==> src/ext_ctl_defs.svh <==
// constants for the external bus control-signal block
`ifndef EXT_CTL_DEFS_SVH
`define EXT_CTL_DEFS_SVH

// region count and per-region field widths
`define REGION_COUNT    7
`define REGION_IDX_W    3
`define BASE_W          20
`define PHASE_CNT_W     4
`define WAIT_CNT_W      5

// input sampling modes for the command-extend and wait inputs
`define SMP_IGNORE      2'h0
`define SMP_SYNC        2'h1
`define SMP_ASYNC       2'h2

// external device data width codes
`define DEV_WIDTH_8     2'h0
`define DEV_WIDTH_16    2'h1
`define DEV_WIDTH_32    2'h2

// byte lane enable timing codes
`define BCT_CHIP_SEL    2'h0
`define BCT_CONTROL     2'h1
`define BCT_WRITE_ONLY  2'h2

// byte lane enable and user chip select idle values (all inactive)
`define BC_IDLE         4'hf
`define CS_IDLE         7'h7f

`endif

==> src/ext_ctl_pkg.sv <==
// types shared by the external bus control-signal modules
package ext_ctl_pkg;

	// access sequencer phases
	typedef enum logic [2:0] {
		ph_idle,
		ph_addr,
		ph_cmd,
		ph_access,
		ph_recover,
		ph_released
	} phase_t;

	// state of one input sampler
	typedef struct packed {
		logic sync_q;    // single-stage sample
		logic meta_q;    // first stage of the async pair
		logic async_q;   // second stage of the async pair
	} sampler_state_t;

endpackage : ext_ctl_pkg

==> src/ext_sample_if.sv <==
// carrier between the sequencer and an input sampler
`timescale 1ns/1ns
interface ext_sample_if;
	logic       pin;      // raw input level from the pad
	logic [1:0] mode;     // sampling mode chosen for the active region
	logic       sampled;  // value the sequencer may act on this edge

	modport sampler (input pin, input mode, output sampled);
	modport user    (output pin, output mode, input sampled);
endinterface : ext_sample_if

==> src/ext_input_sampler.sv <==
// sync or async sampler for the command-extend and wait inputs
`timescale 1ns/1ns
`include "ext_ctl_defs.svh"
module ext_input_sampler
	import ext_ctl_pkg::*;
(
	// clock and reset
	input wire logic     clock,
	input wire logic     rst_n,
	// sequencer side
	ext_sample_if.sampler port_if
);

	sampler_state_t st;       // registered state
	sampler_state_t next_st;  // next state

	// both paths sample every edge; the mode only picks which result is used
	always_comb begin
		next_st         = st;
		next_st.sync_q  = port_if.pin;
		next_st.meta_q  = port_if.pin;
		// only the second stage reads the first, keeping metastability contained
		next_st.async_q = st.meta_q;
	end

	// state register
	always_ff @(posedge clock or negedge rst_n) begin
		if (!rst_n) begin
			st <= '0;
		end else begin
			st <= next_st;
		end
	end

	// sync uses last edge's sample, async the one taken an edge earlier
	always_comb begin
		case (port_if.mode)
			`SMP_SYNC:  port_if.sampled = st.sync_q;
			`SMP_ASYNC: port_if.sampled = st.async_q;
			default:    port_if.sampled = 1'b0;
		endcase
	end

endmodule : ext_input_sampler

==> src/ext_region_decoder.sv <==
// address region match with fixed priority for overlapping regions
`timescale 1ns/1ns
`include "ext_ctl_defs.svh"
module ext_region_decoder
	import ext_ctl_pkg::*;
#(
	parameter int REGIONS = `REGION_COUNT
) (
	// address under test
	input  wire logic [31:0]               addr,
	// per-region setup
	input  wire logic [REGIONS-1:0]        region_enable,
	input  wire logic [REGIONS*`BASE_W-1:0] region_base,
	input  wire logic [REGIONS*`BASE_W-1:0] region_mask,
	// result
	output logic                           hit,
	output logic [`REGION_IDX_W-1:0]       index
);

	logic [REGIONS-1:0] match;  // raw per-region match

	// a set mask bit means that address bit must equal the base bit
	for (genvar r = 0; r < REGIONS; r++) begin : g_match
		assign match[r] = region_enable[r] &&
			(((addr[31:12] ^ region_base[r*`BASE_W +: `BASE_W])
			  & region_mask[r*`BASE_W +: `BASE_W]) == '0);
	end

	// lowest number wins: scan downward so the last hit is the lowest
	always_comb begin
		hit   = 1'b0;
		index = '0;
		for (int r = REGIONS - 1; r >= 0; r--) begin
			if (match[r]) begin
				hit   = 1'b1;
				index = r[`REGION_IDX_W-1:0];
			end
		end
	end

endmodule : ext_region_decoder

==> src/ext_bus_control.sv <==
// external bus control-signal sequencer: strobes, byte lanes, selects, release
//
// Behaviour
// - address latch strobe marks muxed address
// - address latch strobe length is programmable
// - demultiplexed regions keep the strobe low
// - byte lane enables follow device width
// - lowest lane enable carries lowest byte
// - three byte-lane timings: select, control, write
// - command-extend input lengthens command phase
// - per-region ignore, sync or async extension
// - extension only after programmed command cycles
// - sync sample acted on next edge
// - async sample acted on second edge
// - wait input adds wait states, per region
// - per-region wait polarity select
// - per-region sync or async wait sampling
// - sync wait sample evaluated next edge
// - async wait adds one synchronising cycle
// - seven active-low user chip selects
// - global select combines chosen user selects
// - lowest matching region wins on overlap
// - release request, acknowledge and ownership request
// - muxed: address first, then data or input
`timescale 1ns/1ns
`include "ext_ctl_defs.svh"
module ext_bus_control
	import ext_ctl_pkg::*;
#(
	parameter int REGIONS = `REGION_COUNT
) (
	// clock and reset
	input  wire logic                           clock,
	input  wire logic                           rst_n,
	// internal access request
	input  wire logic                           req_valid,
	output logic                                req_ready,
	input  wire logic                           req_write,
	input  wire logic [31:0]                    req_addr,
	input  wire logic [31:0]                    req_wdata,
	input  wire logic [3:0]                     req_byte_en,
	output logic                                resp_done,
	output logic                                resp_error,
	output logic [31:0]                         resp_rdata,
	// region address setup
	input  wire logic [REGIONS-1:0]             region_enable,
	input  wire logic [REGIONS*`BASE_W-1:0]     region_base,
	input  wire logic [REGIONS*`BASE_W-1:0]     region_mask,
	input  wire logic [REGIONS-1:0]             global_select_mask,
	// region bus control
	input  wire logic [REGIONS-1:0]             region_muxed,
	input  wire logic [REGIONS*2-1:0]           region_dev_width,
	input  wire logic [REGIONS*2-1:0]           region_bc_timing,
	input  wire logic [REGIONS*2-1:0]           cmd_extend_sample_mode,
	input  wire logic [REGIONS-1:0]             wait_enable,
	input  wire logic [REGIONS-1:0]             wait_polarity_select,
	input  wire logic [REGIONS-1:0]             wait_async,
	// region access parameters
	input  wire logic [REGIONS*`PHASE_CNT_W-1:0] ale_cycles,
	input  wire logic [REGIONS*`PHASE_CNT_W-1:0] cmd_phase_cycles,
	input  wire logic [REGIONS*`WAIT_CNT_W-1:0]  read_wait_cycles,
	input  wire logic [REGIONS*`WAIT_CNT_W-1:0]  write_wait_cycles,
	// address and shared address/data lines
	output logic [23:0]                         addr_out,
	output logic                                addr_oe,
	output logic [31:0]                         ad_out,
	output logic                                ad_oe,
	input  wire logic [31:0]                    ad_in,
	// strobes and selects
	output logic                                ale,
	output logic                                rd_n,
	output logic                                rd_wr_n,
	output logic [3:0]                          byte_lane_enable_n,
	output logic [REGIONS-1:0]                  user_chip_select_n,
	output logic                                global_chip_select_n,
	// external extension inputs
	input  wire logic                           cmd_extend_input,
	input  wire logic                           wait_input,
	// bus release handshake
	input  wire logic                           release_req_n,
	output logic                                bus_release_ack_n,
	output logic                                bus_ownership_request_n
);

	// whole sequencer state
	typedef struct packed {
		phase_t                    phase;   // current access phase
		logic [`WAIT_CNT_W-1:0]    count;   // cycles left in the phase
		logic [`REGION_IDX_W-1:0]  region;  // region of the access
		logic                      write;   // access direction
		logic [31:0]               addr;    // latched address
		logic [31:0]               wdata;   // latched write data
		logic [3:0]                bc_n;    // lane pattern, active low
		logic [31:0]               rdata;   // captured read data
		logic                      done;    // one-cycle completion
		logic                      error;   // one-cycle no-region answer
	} seq_state_t;

	seq_state_t st;       // registered state
	seq_state_t next_st;  // next state

	logic                     dec_hit;    // request address hits a region
	logic [`REGION_IDX_W-1:0] dec_index;  // winning region
	logic                     cur_muxed;  // active region is multiplexed
	logic                     cmd_ext;    // extension request seen by logic
	logic                     wait_act;   // wait request seen by logic
	logic [3:0]               lane_n;     // lane pattern for the new request
	logic [1:0]               new_width;  // width of the requested region
	logic                     strobe_on;  // rd or write strobe active
	logic                     select_on;  // chip select window

	// both samplers run all the time; the region only picks the mode
	ext_sample_if cmd_if ();   // command-extend sampler link
	ext_sample_if wait_if ();  // wait sampler link

	// region decode of the incoming request
	ext_region_decoder #(
		.REGIONS (REGIONS)
	) u_decoder (
		.addr          (req_addr),
		.region_enable (region_enable),
		.region_base   (region_base),
		.region_mask   (region_mask),
		.hit           (dec_hit),
		.index         (dec_index)
	);

	assign cmd_if.pin  = cmd_extend_input;
	assign cmd_if.mode = cmd_extend_sample_mode[st.region*2 +: 2];
	ext_input_sampler u_cmd_sampler (
		.clock   (clock),
		.rst_n   (rst_n),
		.port_if (cmd_if.sampler)
	);

	// wait sampler, ignored when the region disables wait
	assign wait_if.pin  = wait_input;
	assign wait_if.mode = !wait_enable[st.region] ? `SMP_IGNORE :
		(wait_async[st.region] ? `SMP_ASYNC : `SMP_SYNC);
	ext_input_sampler u_wait_sampler (
		.clock   (clock),
		.rst_n   (rst_n),
		.port_if (wait_if.sampler)
	);

	assign cur_muxed = region_muxed[st.region];
	assign cmd_ext   = cmd_if.sampled;
	// polarity bit set means a high level requests wait states
	assign wait_act  = (wait_if.mode != `SMP_IGNORE) &&
		(wait_if.sampled == wait_polarity_select[st.region]);

	// lane pattern by device width, lane 0 is always the low byte
	always_comb begin
		new_width = region_dev_width[dec_index*2 +: 2];
		case (new_width)
			`DEV_WIDTH_32: lane_n = ~req_byte_en;
			`DEV_WIDTH_16: lane_n = {2'b11, ~req_byte_en[1:0]};
			default:       lane_n = {3'b111, ~req_byte_en[0]};
		endcase
	end

	// sequencer next state
	always_comb begin
		next_st       = st;
		next_st.done  = 1'b0;
		next_st.error = 1'b0;
		case (st.phase)
			ph_idle: begin
				// release the bus only between accesses
				if (!release_req_n) begin
					next_st.phase = ph_released;
				end else if (req_valid && !dec_hit) begin
					// no region claims it: answer at once, pins untouched
					next_st.error = 1'b1;
				end else if (req_valid) begin
					next_st.phase  = ph_addr;
					next_st.region = dec_index;
					next_st.write  = req_write;
					next_st.addr   = req_addr;
					next_st.wdata  = req_wdata;
					next_st.bc_n   = lane_n;
					// address phase length programmed per region
					next_st.count  = {1'b0, ale_cycles[dec_index*`PHASE_CNT_W +: `PHASE_CNT_W]};
				end
			end
			// a count of zero runs as one cycle
			ph_addr: begin
				if (st.count > 1) begin
					next_st.count = st.count - 1'b1;
				end else begin
					next_st.phase = ph_cmd;
					next_st.count = {1'b0,
						cmd_phase_cycles[st.region*`PHASE_CNT_W +: `PHASE_CNT_W]};
				end
			end
			ph_cmd: begin
				// programmed cycles run out before extension is looked at
				if (st.count > 1) begin
					next_st.count = st.count - 1'b1;
				// sampled extension request holds the phase
				end else if (!cmd_ext) begin
					next_st.phase = ph_access;
					next_st.count = st.write ?
						write_wait_cycles[st.region*`WAIT_CNT_W +: `WAIT_CNT_W] :
						read_wait_cycles[st.region*`WAIT_CNT_W +: `WAIT_CNT_W];
				end
			end
			ph_access: begin
				// fixed wait states first, then the sampled wait level
				if (st.count > 1) begin
					next_st.count = st.count - 1'b1;
				end else if (!wait_act) begin
					next_st.phase = ph_recover;
					// read lines are captured at the edge that ends the strobe
					next_st.rdata = st.write ? st.rdata : ad_in;
					next_st.done  = 1'b1;
				end
			end
			ph_recover: begin
				// one idle cycle keeps selects of back-to-back accesses apart
				next_st.phase = ph_idle;
			end
			ph_released: begin
				if (release_req_n) begin
					next_st.phase = ph_idle;
				end
			end
			default: begin
				next_st.phase = ph_idle;
			end
		endcase
	end

	// state register
	always_ff @(posedge clock or negedge rst_n) begin
		if (!rst_n) begin
			st       <= '0;
			// lanes idle high so no byte is enabled out of reset
			st.phase <= ph_idle;
			st.bc_n  <= `BC_IDLE;
		end else begin
			st <= next_st;
		end
	end

	// request side handshake and answers
	// a pending release request holds ready low
	assign req_ready  = (st.phase == ph_idle) && release_req_n;
	assign resp_done  = st.done;
	assign resp_error = st.error;
	assign resp_rdata = st.rdata;

	// strobe windows
	// the recovery cycle keeps every select high
	assign select_on = (st.phase == ph_addr) || (st.phase == ph_cmd) ||
		(st.phase == ph_access);
	assign strobe_on = (st.phase == ph_access);

	// latch strobe high in the address phase of muxed regions only
	// strobe only in the address phase, so it never overlaps data
	assign ale     = (st.phase == ph_addr) && cur_muxed;
	assign rd_n    = !(strobe_on && !st.write);
	assign rd_wr_n = !(strobe_on && st.write);

	// lane enables follow select, either strobe, or the write strobe
	// an unknown timing code keeps every lane off
	always_comb begin
		case (region_bc_timing[st.region*2 +: 2])
			`BCT_CHIP_SEL:   byte_lane_enable_n = select_on ? st.bc_n : `BC_IDLE;
			`BCT_CONTROL:    byte_lane_enable_n = strobe_on ? st.bc_n : `BC_IDLE;
			`BCT_WRITE_ONLY: byte_lane_enable_n =
				(strobe_on && st.write) ? st.bc_n : `BC_IDLE;
			default:         byte_lane_enable_n = `BC_IDLE;
		endcase
	end

	// one select, from the single winning region of the access
	for (genvar r = 0; r < REGIONS; r++) begin : g_cs
		assign user_chip_select_n[r] = !(select_on && (st.region == r));
	end

	// global select is active while any chosen user select is
	// unmasked selects can never pull it low
	assign global_chip_select_n = &(user_chip_select_n | ~global_select_mask);

	// muxed lines carry the address first, then write data or float
	// write data stands from the command phase on, for setup time
	assign ad_out   = (st.phase == ph_addr && cur_muxed) ? st.addr : st.wdata;
	assign ad_oe    = (st.phase == ph_addr && cur_muxed) ||
		((st.phase == ph_cmd || st.phase == ph_access) && st.write);
	assign addr_out = st.addr[23:0];
	assign addr_oe  = (st.phase != ph_released);

	// acknowledge while released; ask for the bus when work waits
	// the ownership request is combinational so it follows req_valid at once
	assign bus_release_ack_n       = !(st.phase == ph_released);
	assign bus_ownership_request_n = !((st.phase == ph_released) && req_valid);

endmodule : ext_bus_control

==> config.mk <==
export PLATFORM = sky130hd
export DESIGN_NAME = ext_bus_control
export DESIGN_NICKNAME = d
export VERILOG_FILES = /design/src/ext_ctl_pkg.sv /design/src/ext_sample_if.sv /design/src/ext_input_sampler.sv /design/src/ext_region_decoder.sv /design/src/ext_bus_control.sv
export VERILOG_INCLUDE_DIRS = /design/src
export SDC_FILE = /design/constraint.sdc
export NUM_CORES = 1
export LEC_CHECK = 0
export BUFFER_PORTS_ARGS = -buffer_cell sky130_fd_sc_hd__buf_2
export CAP_MARGIN = 25
export CORE_AREA = 10 10 269 271
export CTS_CLUSTER_SIZE = 12
export DETAILED_ROUTE_END_ITERATION = 16
export DIE_AREA = 0 0 279 281
export PLACE_DENSITY = 0.42
export SETUP_SLACK_MARGIN = 0.5
export SYNTH_ARGS = -nofsm -noshare
export SYNTH_HDL_FRONTEND = slang
export SYNTH_HIERARCHICAL = 1
export SYNTH_SLANG_ARGS = --single-unit
==> constraint.sdc <==
create_clock -name clock -period 2.85 [get_ports clock]
set_input_delay 0.4275 -clock clock [delete_from_list [all_inputs] [get_ports clock]]
set_output_delay 0.4275 -clock clock [all_outputs]
set_load 0.02 [all_outputs]
# --- Word level (Yosys, flattened, before mapping) ---
# Cells that the tools add are included.
word_totals:
  reg_bits: 118
  latchBits: 0
  ramBits: 0
  romBits: 0
  in_bits: 597
  output_inout_bits: 110
  word_cells: 191
  memories: 0
op_classes:
  add_sub_neg: 1
  mul: 1
  div: 0
  magnitude_cmp: 2
  eq_ne: 33
  n_shift: 7
  mux: 54
  bitwise_logic: 23
  n_reduce_logical: 56
op_table:
  columns: ["op", "count"]
  rows:
  - ["two-way mux 80 bit", 2]
  - ["AND 20 bit", 7]
  - ["logical NOT 20 bit", 7]
  - ["XOR 20 bit", 7]
  - ["two-way mux 77 bit", 1]
  - ["variable part select 35 x 7 -> 5 bit", 2]
  - ["variable part select 28 x 6 -> 4 bit", 2]
  - ["variable part select 14 x 5 -> 2 bit", 3]
  - ["two-way mux 3 bit", 13]
  - ["two-way mux 32 bit", 1]
  - ["logical AND 1 bit", 22]
  - ["two-way mux 5 bit", 4]
  - ["one-hot mux 5 bit (4 select lines)", 1]
  - ["!= test 2 bit, second input constant", 9]
  - ["two-way mux 1 bit", 17]
  - ["one-hot mux 3 bit (5 select lines)", 1]
  - ["logical NOT 1 bit", 13]
  - ["binary-select mux 1 bit (select 3 bit)", 4]
  - ["== test 3 x 2 -> 1 bit, second input constant", 4]
  - ["== test 3 bit, second input constant", 4]
  - ["two-way mux 4 bit", 3]
  - ["!= test 3 bit, second input constant", 4]
  - ["one-hot mux 4 bit (3 select lines)", 1]
  - ["== test 2 x 1 -> 1 bit, second input constant", 4]
  - ["other kinds (26)", 41]

# --- Depth between registers and ports, before layout ---
# Gate-level depths: netlist of the first run.
logic_depth:
  word_depth: 18
  depth_mapped: 19
  depth_no_buf: 16

# --- Modules after synthesis ---
# The synthesis of the first run kept the hierarchy.
modules_own_cells:
  columns: ["module", "n_inst", "cells_per_inst", "area_per_inst_um2", "seq_area_each_um2"]
  rows:
  - ["ext_bus_control", 1, 626, 7402.1, 2857.7]
  - ["ext_region_decoder", 1, 294, 2222.1, 0.0]
  - ["ext_input_sampler", 2, 8, 93.8, 50.0]

# --- Worst setup path after synthesis of the first run ---
# No wires, ideal clock.
synth_path:
  path_kind: "input -> register"
  startpoint: "input req_addr[27]"
  endpoint: "register st[34] (netlist name)"
  setup_time_ns: 0.082
  arrival_time_ns: 3.831
  t_required_ns: 2.768
  setup_slack_ns: -1.063
  stages: 16
  path_buffers: 2
  cell_sequence: "buf_2 -> xor2_1 -> a222oi_1 -> nand3_1 -> nor3_1 -> a21oi_1 -> o31ai_1 -> buf_2 -> mux4_2 -> nor2_1 -> a21o_1 -> inv_1 -> ha_1 -> nor3_1 -> nor2_1 -> mux2_2"
synth_between:
  elab_cells_between_ends: 50
  cone_classes: "2 x eq/ne; 1 x shift; 15 x mux; 15 x bitwise; 17 x reduce/logical"
synth_lines:
  columns: ["element", "line", "text"]
  rows:
  - ["from (decl)", "ext_bus_control.sv:39", "input wire logic [31:0] req_addr,"]
  - ["XOR 20 bit", "ext_region_decoder.sv:25", "(((addr[31:12] ^ region_base[r*`BASE_W +: `BASE_W])"]
  - ["AND 20 bit", "ext_region_decoder.sv:25", null]
  - ["logical NOT 20 bit", "ext_region_decoder.sv:25", null]
  - ["logical AND 1 bit", "ext_region_decoder.sv:24", "assign match[r] = region_enable[r] &&"]
  - ["two-way mux 3 bit (5 in series)", "ext_region_decoder.sv:34", "if (match[r]) begin"]
  - ["two-way mux 3 bit *", "ext_region_decoder.sv:34", null]
  - ["via dec_index[0]", "ext_bus_control.sv:103", "logic [`REGION_IDX_W-1:0] dec_index;"]
  - ["variable part select 14 x 5 -> 2 bit *", "ext_bus_control.sv:154", "new_width = region_dev_width[dec_index*2 +: 2];"]
  - ["== test 2 x 1 -> 1 bit / == test 2 bit (equally long branches)", "ext_bus_control.sv:155", "case (new_width)"]
  - ["one-hot mux 4 bit (2 select lines) *", "ext_bus_control.sv:155", null]
  - ["to (signal assigned)", "ext_bus_control.sv:242", "st <= next_st;"]
  - ["to (decl)", "ext_bus_control.sv:99", "seq_state_t st;"]
# Mark *: on every way through the listed nets, which the timed path passes. The rest lies on a longest branch.
# A chain may end at the register's enable or synchronous reset.

# --- Worst setup path in the final report of the first run ---
layout_path:
  startpoint: "input req_addr[29]"
  endpoint: "register st[34] (netlist name)"
# Same word-level chain as after synthesis.

==> flow_summary.yaml, run 1 <==
detailed_routing:
  drc_errors: 0
  vias: 11200
  routedWlPerCell_um: 26.9
  firstDrtPassIters: 5
  viasPerCell: 4.23
  drt-total-wl_um: 71600
  antenna_left: 0
  drtIter0Drc: 651
worst_setup_path:
  crit_arrival_ns: 3.74
  critPathCaptureType: "flip-flop"
  path_max_fanout: 5
  start_kind: "primary input"
  reg2reg_slack_ns: -0.40
  crit_start: "req_addr[29]"
  r2r_end: "resp_rdata[25]"
  crit_path_top_delay_cell: "mux4_2"
  slowest_delay_ns: 0.50
  crit_type: "in -> reg"
  path_cells: "buf_6 -> buf_6 -> xor2_1 -> a22oi_2 -> nand4_1 -> nor3_4 -> buf_6 -> a21oi_4 -> o31ai_4 -> buf_12 -> mux4_2 -> nor2_1 -> a21o_1 -> buf_6 -> ha_4 -> nor3_4 -> nor2_1 -> mux2_4"
  path_common_cell: "buf_6"
  r2r_start: "st[104]"
  rr_worst_depth: 18
  cp.required_ns: 3.22
power_and_ir_drop:
  ir_drop_uv: 312
  finalPower_mw: 8.89
  power_density_nw_per_um2: 486
  p_leak_nw: 9.14
placed_design:
  dpl_worst_slack_ns: -1.33
  io_buffer_count: 706
  gp_congestion: 0.947
  dp_hpwl_um: 59900
  dp_cells: 2515
die:
  die_x_um: 279
  rows: 95
  fp.dieH_um: 281
  io_pins: 707
  core-area_sq_um: 66800
  start_util_pct: 14.7
  dieArea_sq_um: 78400
global_route:
  grt_pass1_wl_um: 95000
  first_global_vias: 12000
  grt_start_max_net_pins: 69
  grt_overflow: 0
  grt_antenna_before_repair: 49
  grt_usage_pct: 17.2
cells_and_area:
  final_layout_size_suffix_gt1_share_pct: 69.8
  syn_to_final_growth_pct: 86.4
  layout_common_cells: "buf_2 (650), xor2_1 (139), mux2_4 (130)"
  fin_nets: 2360
  layout_commonest_cell: "buf_2"
  stdcell_count: 2657
sta:
  clock_skew_ns: 0.00910
  fin_tns_setup_ns: -52.05
  worst_slew_pin_slew_ns: 0.719
  fin_crit_ns: 3.37
  grt_setup_unrepaired: "yes"
  drv_slew: 0
  layout_setup_ws_ns: -0.517
  finalCritPeriodShare_pct: 118
  max_freq_mhz: 297
  finalSetupViolCount: 151
  slew-limit-headroom_pct: 52.1
  finalHoldViolations: 0
clock_tree:
  h-tree-depth: 4
  cts_tree: "done"
  path_clk_slew_ns: 0.06
  cts.sinks: 118
  clockBufferDepth: 2
  insertion_delay_ns: 0.44
  root_buffer: "clkbuf_16"
  cts_buffers: 17
synthesis:
  synth_cells: 936
  synth_edf_count: 0
  ys_ff_latch: 118
  synth_top_area_share_pct: 29.1
  yosysSeqAreaShare_pct: 30.1
  syn-num-nets: 1541
  synth_area_sq_um: 9810
  ys.flop_type: "dfrtp_1"
  yosysWarnings: 6
  yosys.area.top_type: "dfrtp_1"
  ys_top_cells_by_area: "dfrtp_1 (29%), mux2_2 (16%), xor2_1 (13%), mux4_2 (6.4%), a22oi_1 (5.3%)"
  ys_types: 61
  asyncSetResetFlopFracSynth_pct: 100
  syn_avg_cell_area_sq_um: 10.5
status:
  violations: "negative setup slack"
  status: "complete, but fails checks"
job:
  drv_cap: 0
min_path:
  hold_class: "in -> async"
==> cells in the mapped netlist, drive strengths merged, types with 3 or more instances <==
cell,count
xor2,142
mux2,139
dfrtp,114
buf,102
a22oi,69
nor2,46
nand2,34
mux4,30
mux2i,25
a21oi,21
nand4,20
inv,19
o21ai,16
clkbuf,15
nand3,13
nor3,11
a211oi,10
a222oi,9
ha,8
nand2b,8
nor2b,8
nor4,6
or3,5
a211o,4
dfstp,4
nor3b,4
o211ai,4
o221ai,4
a2111oi,3
a21o,3
a221o,3
a2bb2oi,3
and2,3
nand3b,3
o21ba,3
or4,3
==> stage by stage <==
step                cell area [sq um]  util (%)  hold WS, ns
CTS                             17500      26.3       0.0229
detailed placement              15000      22.5        0.372
global placement                15000      22.5        0.364
global route                    18300      27.3       0.0390
floorplan                       10300         -        0.132
finish                          18300      27.4       0.0156
==> worst max-delay path, delay by kind of cell <==
| family | cells | cell delay (ns) |
|---|---|---|
| AO/OA/AOI/OAI | 4 | 0.73 |
| adder cells (fa/ha/maj) | 1 | 0.19 |
| XOR/XNOR | 1 | 0.17 |
| buffers and inverters | 5 | 0.69 |
| AND/OR/NAND/NOR | 5 | 0.74 |
| multiplexers | 2 | 0.75 |
==> cell families (layout without fill, tap and decap cells) <==
family,Yosys count,after routing,share of synthesized area [%]
AO/OA/AOI/OAI,169,169,13.1
XOR/XNOR,142,142,12.7
adder cells (fa/ha/maj),8,8,1.02
buffers and inverters,136,968,8.86
flip-flops,118,118,30.1
multiplexers,194,194,25.5
other,0,16,0
AND/OR/NAND/NOR,169,169,8.70
==> worst max path at each step <==
| stage | endpoint |
|---|---|
| 2_1_floorplan | st[34] |
| 3_3_place_gp | st[34] |
| 3_5_place_dp | st[108] |
| 4_1_cts | st[34] |
| 5_1_grt | st[34] |
| 6_report | st[34] |
==> timing repair <==
| item | in CTS | in global routing |
|---|---|---|
| endpoints found under the hold margin | 0 | 0 |
| gates resized for setup | 267 | 111 |
| pin swaps | 33 | 44 |
| setup endpoints to repair | 158 | 160 |
| gates cloned | 14 | 3 |
| hold buffers | 0 | 0 |
| setup buffers | 53 | 24 |
==> power by group <==
group	internal, mW	switching, mW	total (mW)
Sequential	1.88	0.192	2.07
Combinational	2.34	2.23	4.57
Clock	1.31	0.944	2.25
==> per-layer routing <==
layer	GRT usage [%]	part of all wire (%)
met3	5.56	7.8
met2	29.3	49
met4	5.63	2.6
met5	0	0.23
met1	20.1	40
==> state kept, by name (all words and copies together) (netlist names) <==
signal	count
addr_out	24
resp_done	1
resp_error	1
resp_rdata	32
st	56
u_cmd_sampler/next_st	1
u_cmd_sampler/st	1
u_wait_sampler/next_st	1
u_wait_sampler/st	1
==> area by class of cell <==
class                      count  area [sq um]
fill                        7197         48500
multi-input combinational    682          7110
timing repair buffer         917          6420
sequential                   118          2960
tap                          873          1090
clock buffer                  17           425
clock inverter                15           166
inverter                      19          71.3
antenna                       16          40.0
No activity file was read; power rests on OpenSTA's default activity.
==> run 2, diff against run 1 <==
--- a/config.mk
+++ b/config.mk
@@ -12,9 +12,11 @@
 export CTS_CLUSTER_SIZE = 12
 export DETAILED_ROUTE_END_ITERATION = 16
 export DIE_AREA = 0 0 279 281
+export GPL_TIMING_DRIVEN = 0
 export PLACE_DENSITY = 0.42
 export SETUP_SLACK_MARGIN = 0.5
 export SYNTH_ARGS = -nofsm -noshare
 export SYNTH_HDL_FRONTEND = slang
 export SYNTH_HIERARCHICAL = 1
 export SYNTH_SLANG_ARGS = --single-unit
+export TNS_END_PERCENT = 5
==> flow_summary.yaml, run 2 (synthesized netlist as in run 1, its figures left out) <==
die:
  rows: 95
  io_pins: 707
  dieArea_sq_um: 78400
  fp.dieH_um: 281
  die_x_um: 279
  core-area_sq_um: 66800
  start_util_pct: 14.7
cells_and_area:
  post-route-util_pct: 25.3
  layout_commonest_cell: "buf_2"
  final_layout_size_suffix_gt1_share_pct: 67.6
  largest_reg_flops: 56
  layout_common_cells: "buf_2 (688), xor2_1 (132), dfrtp_1 (113)"
  syn_to_final_growth_pct: 72.0
  postLayoutCellArea_sq_um: 16900
  largest-register: "st"
  fin_nets: 2326
power_and_ir_drop:
  p_switching_mw: 3.27
  p_clk_share_pct: 27.3
  p_leak_nw: 8.66
  swShare_pct: 40.0
  p_comb_share_pct: 47.9
  power_density_nw_per_um2: 485
  p_int_mw: 4.91
  seq_power_share_pct: 24.8
  ir_drop_uv: 447
detailed_routing:
  drtIter0Drc: 651
  firstDrtPassIters: 5
  drc_errors: 0
  vias: 10900
  routedWlPerCell_um: 25.4
  drt-total-wl_um: 66500
  viasPerCell: 4.16
  antenna_left: 0
global_route:
  grt_overflow: 0
  grt_pass1_wl_um: 88900
  grt_usage_pct: 16.1
  first_global_vias: 11700
  grt_start_max_net_pins: 69
  grt_antenna_before_repair: 15
clock_tree:
  insertion_delay_ns: 0.47
  cts_tree: "done"
  cts_buffers: 17
  root_buffer: "clkbuf_16"
  cts.sinks: 118
  path_clk_slew_ns: 0.06
  clockBufferDepth: 2
  h-tree-depth: 4
status:
  violations: "negative setup slack"
  status: "complete, but fails checks"
sta:
  grt_setup_unrepaired: "yes"
  worst_slew_pin_slew_ns: 0.607
  drv_slew: 0
  holdWs_ns: 0.0660
  layout_setup_ws_ns: -0.720
  fin_crit_ns: 3.57
  slew-limit-headroom_pct: 59.4
  clock_skew_ns: 0.0189
  max_freq_mhz: 280
  finalHoldViolations: 0
  finalCritPeriodShare_pct: 125
  finalSetupViolCount: 87
worst_setup_path:
  path_max_fanout: 6
  critPathCaptureType: "flip-flop"
  cp.required_ns: 3.25
  start_kind: "primary input"
  crit_arrival_ns: 3.97
  crit_type: "in -> reg"
placed_design:
  gp_congestion: 1.00
  dpl_worst_slack_ns: -2.07
  dp_hpwl_um: 56900
  io_buffer_count: 706
  placed_area_sq_um: 14600
min_path:
  hold_class: "in -> reg"
job:
  drv_cap: 0
==> run 2: changes by cell type in the layout (fill, tap and decap cells not counted), moves of 10 or more <==
cell	before	now
mux2_4	130	46
mux2_2	9	92
buf_6	84	38
buf_2	650	688
buf_16	15	1
buf_4	120	110
==> run 2: worst max-delay path, stage by stage <==
cell and delay [ns]:
buf_4 0.12, buf_12 0.14, xor2_2 0.15, a22oi_2 0.34, nand4_1 0.16, buf_6 0.18, or3_4 0.38, a21oi_4 0.20
o31ai_4 0.07, buf_6 0.14, buf_12 0.13, mux4_2 0.44, nor2_2 0.11, a21o_4 0.16, inv_2 0.06, ha_4 0.24
nor3_2 0.18, nor2_1 0.06, mux2_4 0.25
==> run 2: stage by stage <==
step	cells	setup TNS (ns)	total power, mW
final	2618	-24.72	8.18
after global routing	2617	-35.20	8.66
after CTS	2585	-35.54	8.02
after detailed placement	2518	-172.51	5.45
after global placement	2515	-259.95	5.42
after floorplan	936	-14.00	4.03
==> run 2: worst paths after layout <==
check / start / end / slack, ns / cells after the start
worst min register to register: u_cmd_sampler/next_st[0] / u_cmd_sampler/st[0] / 0.40 / 0
worst min-delay path: cmd_extend_input / u_cmd_sampler/next_st[0] / 0.07 / 1
worst max register to register: st[103] / st[109] / -0.46 / 14
min in group asynchronous: rst_n / u_cmd_sampler/next_st[0] / 0.50 / 2
worst max-delay path: req_addr[27] / st[34] / -0.72 / 19
max in group asynchronous: rst_n / st[35] / 1.55 / 3
==> run 2: final cells by class <==
class | instances | area [sq um]
diodes | 11 | 27.5
plain buffers | 117 | 1230
clock buffers | 17 | 425
clock inverters | 15 | 150
fillers | 7383 | 49900
inverters | 19 | 71.3
multi-input cells | 682 | 6670
flip-flops and latches | 118 | 2960
well taps | 873 | 1090
repair buffers | 766 | 4250
==> run 2: power groups by stage <==
stage                     combinational [mW]  sequential [mW]  clock, mW
after floorplan                         2.03             2.00          0
after global placement                  3.37             2.05          0
after detailed placement                3.40             2.05          0
after CTS                               3.65             2.02       2.35
after global routing                    4.20             2.05       2.40
final                                   3.92             2.03       2.24
==> run 2: metal layers <==
layer  global-route usage [%]  up-vias  part of all wire (%)
met3                     5.74       46                   8.7
met5                        0        -                 0.048
met4                     4.71        4                   1.2
met2                     25.5      446                    48
li1                         -     4977                     -
met1                     20.1     5429                    42
==> run 2: what timing repair did <==
| item | in CTS | in global routing |
|---|---|---|
| setup endpoints to repair | 165 | 165 |
| hold endpoints to repair | 50 | 0 |
| setup buffers | 33 | 20 |
| pin swaps | 53 | 24 |
| hold buffers | 1 | 0 |
| gates cloned | 1 | 2 |
| gates resized for setup | 173 | 141 |
==> run 3, diff against run 2 <==
==> constraint.sdc (replaced) <==
create_clock -name clock -period 2.85 [get_ports clock]
set_input_delay 0 -clock clock [delete_from_list [all_inputs] [get_ports clock]]
set_output_delay 0 -clock clock [all_outputs]
set_load 0.02 [all_outputs]
==> flow_summary.yaml, run 3 (synthesized netlist as in run 1, its figures left out) <==
clock_tree:
  insertion_delay_ns: 0.47
  path_clk_slew_ns: 0.07
  root_buffer: "clkbuf_16"
  cts_buffers: 17
  h-tree-depth: 4
  cts.sinks: 118
  cts_tree: "done"
  clockBufferDepth: 2
cells_and_area:
  syn_to_final_growth_pct: 77.9
  layout_common_cells: "buf_2 (686), xor2_1 (141), dfrtp_1 (113)"
  largest_reg_flops: 56
  layout_commonest_cell: "buf_2"
  final_layout_size_suffix_gt1_share_pct: 62.3
  postLayoutCellArea_sq_um: 17500
  fin_nets: 2410
  largest-register: "st"
  stdcell_count: 2695
  post-route-util_pct: 26.1
worst_setup_path:
  reg2reg_slack_ns: -0.34
  cp.required_ns: 3.20
  critPathCaptureType: "flip-flop"
  crit_arrival_ns: 3.54
  rr_worst_depth: 16
  start_kind: "flip-flop"
  crit_type: "reg -> reg"
  path_max_fanout: 8
  path_common_cell: "buf_12"
  cpLargestDelayFamily: "buffers and inverters"
  r2r_start: "st[103]"
  r2r_end: "resp_rdata[9]"
  critical_path_buf_inv_count: 6
  slowest_delay_ns: 0.43
  path_cells: "buf_12 -> buf_12 -> buf_12 -> mux4_2 -> nor2_2 -> a21oi_2 -> nor2b_4 -> buf_6 -> ha_4 -> a22oi_2 -> nor2_2 -> nor3_2 -> o311ai_4 -> buf_12 -> clkbuf_16 -> mux2_4"
  crit_path_top_delay_cell: "dfrtp_2"
job:
  drv_cap: 0
sta:
  max_freq_mhz: 314
  drv_slew: 0
  finalCritPeriodShare_pct: 112
  grt_setup_unrepaired: "yes"
  fin_tns_setup_ns: -12.20
  worst_slew_pin_slew_ns: 0.565
  layout_setup_ws_ns: -0.338
  slew-limit-headroom_pct: 62.3
  clock_skew_ns: 0.0182
  finalHoldViolations: 0
  fin_crit_ns: 3.19
  finalSetupViolCount: 68
die:
  dieArea_sq_um: 78400
  io_pins: 707
  core-area_sq_um: 66800
  die_x_um: 279
  start_util_pct: 14.7
  fp.dieH_um: 281
  rows: 95
power_and_ir_drop:
  swShare_pct: 38.2
  p_leak_nw: 8.91
  p_comb_share_pct: 48.1
  ir_drop_uv: 428
  p_clk_share_pct: 27.4
  p_int_mw: 5.10
  p_switching_mw: 3.16
  seq_power_share_pct: 24.5
  power_density_nw_per_um2: 474
  finalPower_mw: 8.26
detailed_routing:
  met2_length_um: 33400
  drtIter0Drc: 711
  antenna_left: 0
  vias: 11400
  drt-total-wl_um: 66800
  firstDrtPassIters: 5
  routedWlPerCell_um: 24.8
  drc_errors: 0
  topRoutingLayerUsed: "met5"
  dr_wl_met3_um: 4170
  drt-met1-wl_um: 28100
  viasPerCell: 4.23
global_route:
  grt_antenna_before_repair: 12
  grt_usage_pct: 16.2
  grt_start_max_net_pins: 72
  first_global_vias: 12100
  grt_pass1_wl_um: 90800
  grt_overflow: 0
status:
  violations: "negative setup slack"
  status: "complete, but fails checks"
placed_design:
  dp_cells: 2518
  gp_congestion: 0.993
  placed_area_sq_um: 14600
  io_buffer_count: 706
  dp_hpwl_um: 57000
min_path:
  hold_class: "in -> async"
run 3: cell count changes in the layout (fill, tap and decap cells not counted), sizes merged:
cell	previous run	this run
buf	868	843
bufinv	0	2
clkbuf	31	36
clkinv	2	8
clkinvlp	1	3
diode	11	4
dlygate4sd3	1	106
inv	31	20
run 3: worst max-delay path by stage:
stage,slack (ns),end,depth (start not counted),start
after global routing,-0.48,st[34],18,req_addr[25]
after floorplan,-0.32,st[109],14,st[103]
final,-0.34,resp_rdata[9],16,st[103]
after CTS,-0.43,resp_rdata[1],16,st[103]
after global placement,-1.87,st[34],18,req_addr[26]
after detailed placement,-1.85,st[34],18,req_addr[26]
run 3: layer usage:
| layer | up-vias | track usage (%) |
|---|---|---|
| met4 | 2 | 4.14 |
| met5 | - | 0 |
| li1 | 5153 | - |
| met3 | 55 | 3.91 |
| met2 | 496 | 28.1 |
| met1 | 5695 | 19.8 |
run 3: timing repair:
action	CTS	global route
pin swaps	35	12
gates cloned	1	1
hold endpoints to repair	220	0
setup buffers	31	2
hold buffers	106	0
setup endpoints to repair	159	157
resized for setup	162	86
run 3: final cells by class:
cell class              instances  area [sq um]
well taps                     873          1090
multi-input cells             682          6500
inverters                      19          71.3
fillers                      7254         49400
plain buffers                 117          1100
clock inverters                14           154
clock buffers                  18           439
repair buffers                850          5120
flip-flops and latches        118          2960
diodes                          4          10.0
run 3: through the flow:
| step | hold WS (ns) | worst slack (ns) |
|---|---|---|
| global placement | 0.113 | -1.87 |
| finish | 0.0427 | -0.338 |
| global route | 0.0604 | -0.480 |
| CTS | 0.0136 | -0.426 |
| detailed placement | -0.00506 | -1.85 |
| floorplan | -0.296 | -0.316 |
run 3: power groups by stage:
stage	Clock [mW]	Combinational, mW	Sequential [mW]
2_1_floorplan	0	2.05	2.00
3_5_place_dp	0	3.43	2.05
6_report	2.26	3.98	2.02
3_3_place_gp	0	3.39	2.04
5_1_grt	2.42	4.26	2.04
4_1_cts	2.37	3.86	2.02
